--- src/dua_map.svh ---
`ifndef DUA_MAP_SVH
`define DUA_MAP_SVH

// clock
`define DUA_CLK_HZ          100000000
`define DUA_CLK_PERIOD_NS   10

// external reset qualification
`define DUA_RST_MIN_NS      40
`define DUA_RST_MIN_CYC     ((`DUA_RST_MIN_NS + `DUA_CLK_PERIOD_NS - 1) / `DUA_CLK_PERIOD_NS)

// serial rate ceilings
`define DUA_RATE_FAST_BPS   1000000
`define DUA_RATE_SLOW_BPS   250000
`define DUA_MIN_BIT_FAST    (`DUA_CLK_HZ / `DUA_RATE_FAST_BPS)
`define DUA_MIN_BIT_SLOW    (`DUA_CLK_HZ / `DUA_RATE_SLOW_BPS)

// reset values
`define DUA_TX_IDLE         1'h1
`define DUA_RX_IDLE         1'h1
`define DUA_PUMP_OFF_RST    1'h0

`endif

--- src/dua_pkg.sv ---
package dua_pkg;

  typedef enum logic {
    DUA_STYLE_DIR    = 1'b0,
    DUA_STYLE_STROBE = 1'b1
  } dua_style_type;

  typedef enum logic [1:0] {
    DUA_RS_IDLE,
    DUA_RS_QUAL,
    DUA_RS_HOLD
  } dua_rst_state_type;

endpackage

--- src/dua_anc_ctrl.sv ---
// Overview of operation
// With bus isolation high during sleep, host bus activity never reaches the core strobes.
// With pump autosleep high while the oscillator is stopped in partial sleep, the charge pump is turned off.
// Bus style select high means separate read/write strobes, low means one read/write direction line.
// The reset input is active high in strobe style and active low in direction style.
// A reset held active at least 40 ns clears all registers and drives every output to its default; here only the tx, rx and pump registers are reset.
// While reset is active the transmit outputs stay high and the receive input is ignored.
// Channel B receives from the logic-level pin when the source select is high, else from the line-level pin.
// Rate select high allows up to 1 Mbps, low caps the serial rate at 250 Kbps.
// A buffered copy of the reference clock is driven on the clock output.
// The host uses chip select with read and write strobes, or chip select with a direction line.
// Host read and write cycles complete from chip select and strobes alone, with no clock needed.
// Reset release and the receive-source and rate selects are synchronised before clocked logic uses them.
`timescale 1ns/10ps
`default_nettype none
`include "dua_map.svh"

module dua_anc_ctrl
  import dua_pkg::*;
#(
  parameter int MIN_BIT_W = 10
) (
  // clock, reset, enable
  input  wire logic                 clk,
  input  wire logic                 rst_n,
  input  wire logic                 ce,
  // mode straps
  input  wire logic                 bus_style_sel,
  input  wire logic                 dev_reset_in,
  input  wire logic                 rate_fast_sel,
  // power control
  input  wire logic                 bus_isolate_in,
  input  wire logic                 pump_autosleep_in,
  input  wire logic                 sleep_active,
  input  wire logic                 osc_stopped,
  output logic                      pump_off,
  // host bus pins
  input  wire logic                 cs_n,
  input  wire logic                 rd_strobe_n,
  input  wire logic                 wr_strobe_n,
  input  wire logic                 rw_dir,
  // strobes into the register core
  output logic                      core_rd,
  output logic                      core_wr,
  output logic                      core_reset,
  // serial pins and core side
  input  wire logic                 core_tx_a,
  input  wire logic                 core_tx_b,
  output logic                      tx_a_out,
  output logic                      tx_b_out,
  input  wire logic                 rx_src_sel_b,
  input  wire logic                 logic_level_rx_b,
  input  wire logic                 line_level_rx_b,
  output logic                      rx_b_to_core,
  // rate ceiling
  input  wire logic [MIN_BIT_W-1:0] req_bit_cyc,
  output logic [MIN_BIT_W-1:0]      min_bit_cyc,
  output logic                      rate_ok,
  // reference clock
  input  wire logic                 ref_clk_in,
  output logic                      ref_clk_buf_out
);

  localparam int RST_MIN_CYC = `DUA_RST_MIN_CYC;

  // reset polarity follows bus style
  function automatic logic reset_active(input logic style, input logic pin);
    reset_active = (style == DUA_STYLE_STROBE) ? pin : !pin;
  endfunction

  // access decode per bus style; is_wr selects read or write
  function automatic logic bus_access(input logic style, input logic csn, input logic rdn,
                                      input logic wrn, input logic rw, input logic is_wr);
    if (style == DUA_STYLE_STROBE) begin
      bus_access = !csn && (is_wr ? !wrn : !rdn);
    end else begin
      bus_access = !csn && (is_wr ? !rw : rw);
    end
  endfunction

  // synchronised straps
  logic       ext_act_s;
  logic [1:0] sel_s;
  logic       rx_sel_s;
  logic       fast_s;

  // reset polarity applied before the synchroniser so one path covers both styles
  dua_sync #(.W(3)) u_sync (
    .clk      (clk),
    .rst_n    (rst_n),
    .ce       (ce),
    .async_in ({reset_active(bus_style_sel, dev_reset_in), rx_src_sel_b, rate_fast_sel}),
    .sync_out ({ext_act_s, sel_s})
  );

  assign rx_sel_s = sel_s[1];
  assign fast_s   = sel_s[0];

  // bus path: purely combinational so no clock is needed for a host cycle
  logic bus_iso;
  assign bus_iso = bus_isolate_in && sleep_active;
  assign core_rd = !bus_iso && bus_access(bus_style_sel, cs_n, rd_strobe_n, wr_strobe_n, rw_dir, 1'b0);
  assign core_wr = !bus_iso && bus_access(bus_style_sel, cs_n, rd_strobe_n, wr_strobe_n, rw_dir, 1'b1);

  // reset qualifier
  dua_rst_state_type rs_q;
  dua_rst_state_type rs_d;
  logic [3:0]        rcnt_q;
  logic [3:0]        rcnt_d;

  always_comb begin
    rs_d   = rs_q;
    rcnt_d = rcnt_q;
    if (!rst_n) begin
      rs_d   = DUA_RS_HOLD;
      rcnt_d = 4'h0;
    end else if (ce) begin
      unique case (rs_q)
        DUA_RS_IDLE: begin
          if (ext_act_s) begin
            rs_d   = (RST_MIN_CYC <= 1) ? DUA_RS_HOLD : DUA_RS_QUAL;
            rcnt_d = 4'h1;
          end
        end
        DUA_RS_QUAL: begin
          // a glitch shorter than the minimum width is discarded
          if (!ext_act_s) begin
            rs_d = DUA_RS_IDLE;
          end else if (rcnt_q + 4'h1 == 4'(RST_MIN_CYC)) begin
            rs_d = DUA_RS_HOLD;
          end else begin
            rcnt_d = rcnt_q + 4'h1;
          end
        end
        DUA_RS_HOLD: begin
          // release only once the synchronised level drops
          if (!ext_act_s) begin
            rs_d = DUA_RS_IDLE;
          end
        end
        default: rs_d = DUA_RS_HOLD;
      endcase
    end
  end

  always_ff @(posedge clk) begin
    rs_q   <= rs_d;
    rcnt_q <= rcnt_d;
  end

  assign core_reset = (rs_q == DUA_RS_HOLD);

  // serial pins, power and rate registers
  logic                 tx_a_q;
  logic                 tx_a_d;
  logic                 tx_b_q;
  logic                 tx_b_d;
  logic                 rx_b_q;
  logic                 rx_b_d;
  logic                 pump_q;
  logic                 pump_d;
  logic                 clkb_q;
  logic                 clkb_d;
  logic [MIN_BIT_W-1:0] minb_q;
  logic [MIN_BIT_W-1:0] minb_d;

  always_comb begin
    tx_a_d = tx_a_q;
    tx_b_d = tx_b_q;
    rx_b_d = rx_b_q;
    pump_d = pump_q;
    clkb_d = clkb_q;
    minb_d = minb_q;
    if (!rst_n) begin
      tx_a_d = `DUA_TX_IDLE;
      tx_b_d = `DUA_TX_IDLE;
      rx_b_d = `DUA_RX_IDLE;
      pump_d = `DUA_PUMP_OFF_RST;
      clkb_d = 1'b0;
      minb_d = MIN_BIT_W'(`DUA_MIN_BIT_SLOW);
    end else if (ce) begin
      tx_a_d = core_reset ? `DUA_TX_IDLE : core_tx_a;
      tx_b_d = core_reset ? `DUA_TX_IDLE : core_tx_b;
      if (core_reset) begin
        rx_b_d = `DUA_RX_IDLE;
      end else begin
        rx_b_d = rx_sel_s ? logic_level_rx_b : line_level_rx_b;
      end
      // pump may only drop once the oscillator is already stopped
      pump_d = !core_reset && pump_autosleep_in && sleep_active && osc_stopped;
      clkb_d = ref_clk_in;
      minb_d = fast_s ? MIN_BIT_W'(`DUA_MIN_BIT_FAST) : MIN_BIT_W'(`DUA_MIN_BIT_SLOW);
    end
  end

  always_ff @(posedge clk) begin
    tx_a_q <= tx_a_d;
    tx_b_q <= tx_b_d;
    rx_b_q <= rx_b_d;
    pump_q <= pump_d;
    clkb_q <= clkb_d;
    minb_q <= minb_d;
  end

  assign tx_a_out        = tx_a_q;
  assign tx_b_out        = tx_b_q;
  assign rx_b_to_core    = rx_b_q;
  assign pump_off        = pump_q;
  assign ref_clk_buf_out = clkb_q;
  assign min_bit_cyc     = minb_q;
  // a shorter bit time than the ceiling allows is flagged, not clamped
  assign rate_ok         = (req_bit_cyc >= minb_q);
endmodule

`default_nettype wire

--- src/dua_sync.sv ---
`timescale 1ns/10ps
`default_nettype none

module dua_sync #(
  parameter int W = 1
) (
  // clock and reset
  input  wire logic         clk,
  input  wire logic         rst_n,
  input  wire logic         ce,
  // level in and synchronised level out
  input  wire logic [W-1:0] async_in,
  output logic      [W-1:0] sync_out
);

  logic [W-1:0] meta_q;
  logic [W-1:0] meta_d;
  logic [W-1:0] sync_q;
  logic [W-1:0] sync_d;

  always_comb begin
    meta_d = meta_q;
    sync_d = sync_q;
    if (!rst_n) begin
      meta_d = '0;
      sync_d = '0;
    end else if (ce) begin
      meta_d = async_in;
      sync_d = meta_q;
    end
  end

  always_ff @(posedge clk) begin
    meta_q <= meta_d;
    sync_q <= sync_d;
  end

  assign sync_out = sync_q;

endmodule

`default_nettype wire

--- config.mk ---
export PLATFORM = sky130hd
export DESIGN_NAME = dua_anc_ctrl
export DESIGN_NICKNAME = d
export VERILOG_FILES = /design/src/dua_pkg.sv /design/src/dua_anc_ctrl.sv /design/src/dua_sync.sv
export VERILOG_INCLUDE_DIRS = /design/src
export SDC_FILE = /design/constraint.sdc
export NUM_CORES = 1
export LEC_CHECK = 0
export ABC_CLOCK_PERIOD_IN_PS = 1600
export BUFFER_PORTS_ARGS = -buffer_cell sky130_fd_sc_hd__buf_2
export CORE_ASPECT_RATIO = 1.1
export CORE_MARGIN = 4
export CORE_UTILIZATION = 41
export CTS_CLUSTER_DIAMETER = 30
export DETAILED_ROUTE_END_ITERATION = 8
export HOLD_SLACK_MARGIN = 0.02
export PLACE_DENSITY_LB_ADDON = 0.2
export SLEW_MARGIN = 30
export SYNTH_ARGS = -nofsm -noshare
export SYNTH_HDL_FRONTEND = slang
export SYNTH_HIERARCHICAL = 1
export SYNTH_SLANG_ARGS = --single-unit
export TNS_END_PERCENT = 100
--- constraint.sdc ---
create_clock -name clk -period 1.6 [get_ports clk]
set_input_delay 0.16 -clock clk [delete_from_list [all_inputs] [get_ports clk]]
set_output_delay 0.16 -clock clk [all_outputs]
set_load 0.005 [all_outputs]
==> metrics.csv <==
metric,value,unit
outcome,"complete, but fails checks",
failing checks,setup timing,
# diodes,0,
routed via count,1011,
"Avg Cell Area, Syn",8.914,um2
clk root buf,clkbuf_4,
Port Buffer Count,44,
critical path class,flop to output port,
layout cell share with drive strength beyond 1,41.32,%
"Req. time, crit path",1440,ps
clock buffer depth,2,
clk_skew,2.051,ps
"non-filler cells, final",198,
routability congestion estimate,0.8641,
flop-to-flop setup slack,40,ps
Post-synth EDFFs,0,
internal power,668.7,uW
DRC marker count from the first detailed-route iteration,19,
io pins,49,
register area,384.1,um2
sequential share of power,54.8,%
Worst R2R Path Depth,5,
Routed Antenna Nets,0,
gate count after technology mapping,121,
Vias per Instance,5.106,
fin. max-slew vios,0,
count of state elements after synthesis,19,
nature of the critical path endpoint,output port,
# DRC,0,
nets,205,
Place WS,-23.39,ps
largest net degree at the start of global routing,17,
CTS sink count,19,
startpoint class of the critical path,flop,
1st-pass router iterations,4,
synth warn,6,
width of the die,56.90,um
TNS Setup,-207.6,ps
H-tree levels,1,
clock-pin slew on the worst setup and hold paths,110,ps
Post-Place Cells,194,
Hold Slack,100.9,ps
pwr/cell area,646.0,nW/um2
reg-to-reg endpoint,rcnt_q[3],
max frequency,553.2,MHz
Die Y,61.79,um
Lkg Pwr,0.6532,nW
setup violators final,1,
crit path to,rate_ok,
Worst-Skew Late Latency,300,ps
clock buffer count from CTS,3,
Post-Syn Area,1079,um2
Die Area,3516,um2
GRT Total Usage,15.11,%
crit-path max FO,3,
number of core rows,19,
Final WS setup,-207.6,ps
GRT Residual Overflow,0,
max cap viols,0,
min Tclk post-route,1808,ps
WL per Instance,12.42,um
Sw Pwr,240.7,uW
ys async rst share,0,%
Hold Path Class,primary input to flop,
fillers,235,
initial antenna violation count,0,
first-pass GRT wire length,4209,um
reg2reg start,rcnt_q[0],
final wirelength,2460,um
period utilization,113.0,%
Power Total,909.4,uW
Final Hold Viols,0,
CP arrival,1650,ps
Net Sw Frac,26.47,%
RSZ-0062 raised after global routing,yes,
"Area growth, synth to finish",30.51,%
Post-CTS Setup Bufs,0,
Crit. Startpoint,min_bit_cyc[6],
CTS tree,built,
maximum VDD drop,0.4653,mV
most frequent cells in the layout,"buf_2, dfxtp_1, nor2b_1, nor2_1, mux2i_1",
"commonest non-fill, non-tap cell in the layout",buf_2,
Combinational Power Share,17.6,%
ys flop type,dfxtp_1,
area of the multi-input gates,659.4,um2
Clk pwr share,27.6,%
post-synthesis sequential area ratio,35.27,%
core area,2520,um2
Initial Util,42.80,%
post-synth cell types,38,
DP HPWL,1936,um
vias in the first global route,1001,
## worst min-delay path by stage
stage                        startpoint                to  slack, ps  cells after the start
after floorplan                   rst_n  u_sync/meta_q[0]        290                      1
after global placement       ref_clk_in   ref_clk_buf_out        410                      3
after detailed placement     ref_clk_in   ref_clk_buf_out        410                      3
after CTS                    ref_clk_in   ref_clk_buf_out         90                      3
after global routing      rate_fast_sel  u_sync/meta_q[0]        130                      3
final                        ref_clk_in   ref_clk_buf_out        100                      3
## routing by layer
| metal | wire [um] | GRT usage [%] |
|---|---|---|
| met1 | 958 | 16.10 |
| met2 | 1273 | 29.20 |
| met3 | 193 | 3.099 |
| met4 | 34 | 6.623 |
| met5 | 0 | 0 |
## sequential cells by signal, indices dropped and copies added, names as in the netlist
signal	cells
rx_b_to_core	1
rcnt_q	4
ref_clk_buf_out	1
rs_q	2
u_sync/sync_out	3
u_sync/meta_q	3
tx_b_out	1
pump_off	1
tx_a_out	1
min_bit_cyc	2
## metrics by stage
| stage | utilization (%) | cell area, um2 |
|---|---|---|
| after floorplan | - | 1096 |
| after global placement | 52.38 | 1320 |
| after detailed placement | 52.38 | 1320 |
| after CTS | 54.82 | 1381 |
| after global routing | 55.86 | 1408 |
| final | 55.86 | 1408 |
## cells by family after synthesis
group / after synthesis / share of synthesized area, %
buf+inv: 19 / 10.21
other cells: 1 / 0.3477
mux: 7 / 6.497
simple gates: 40 / 21.81
xor+xnor: 1 / 0.8122
fa+ha+maj: 7 / 8.120
flops: 19 / 35.27
compound gates: 27 / 16.94
## area by class of cell
class	count	area share, %
flip-flops and latches	19	27.29
multi-input cells	86	46.84
inverters	8	2.133
well taps	31	2.756
clock inverters	1	0.5333
repair buffers	50	18.84
clock buffers	3	1.600
## worst max-delay path, cell delays in order, from the launching register on
cell     delay, ps
dfxtp_2        350
ha_1           260
or3b_4         380
a31oi_4        130
o21a_1         130
buf_2          100
## what timing repair did
action / 4_1_cts / 5_1_grt
endpoints found under the setup margin: 2 / 2
pin swaps: 3 / 2
hold endpoints to repair: 0 / 0
hold buffers: 0 / 0
resized for setup: 7 / 8
## cells in the mapped netlist (3+ instances only)
cell / instances / share of area [%]
a21oi_1: 4 / 1.9
a31oi_1: 3 / 1.7
buf_4: 8 / 5.6
dfxtp_1: 19 / 35
ha_1: 7 / 8.1
inv_1: 8 / 2.8
mux2i_1: 7 / 6.5
nand2_1: 5 / 1.7
nand3_1: 3 / 1.4
nor2_1: 7 / 2.4
nor2b_1: 9 / 5.2
nor3_1: 3 / 1.4
nor3b_1: 3 / 2.1
o21a_1: 3 / 2.1
o21ai_0: 6 / 2.8
## power groups by stage
| stage | logic (mW) | clock network (mW) | registers (mW) |
|---|---|---|---|
| floorplan | 0.0862 | 0 | 0.508 |
| global placement | 0.141 | 0 | 0.508 |
| detailed placement | 0.146 | 0 | 0.509 |
| CTS | 0.155 | 0.264 | 0.499 |
| global route | 0.182 | 0.280 | 0.501 |
| finish | 0.160 | 0.251 | 0.499 |
Note: power is estimated with default switching activity, not from simulation.
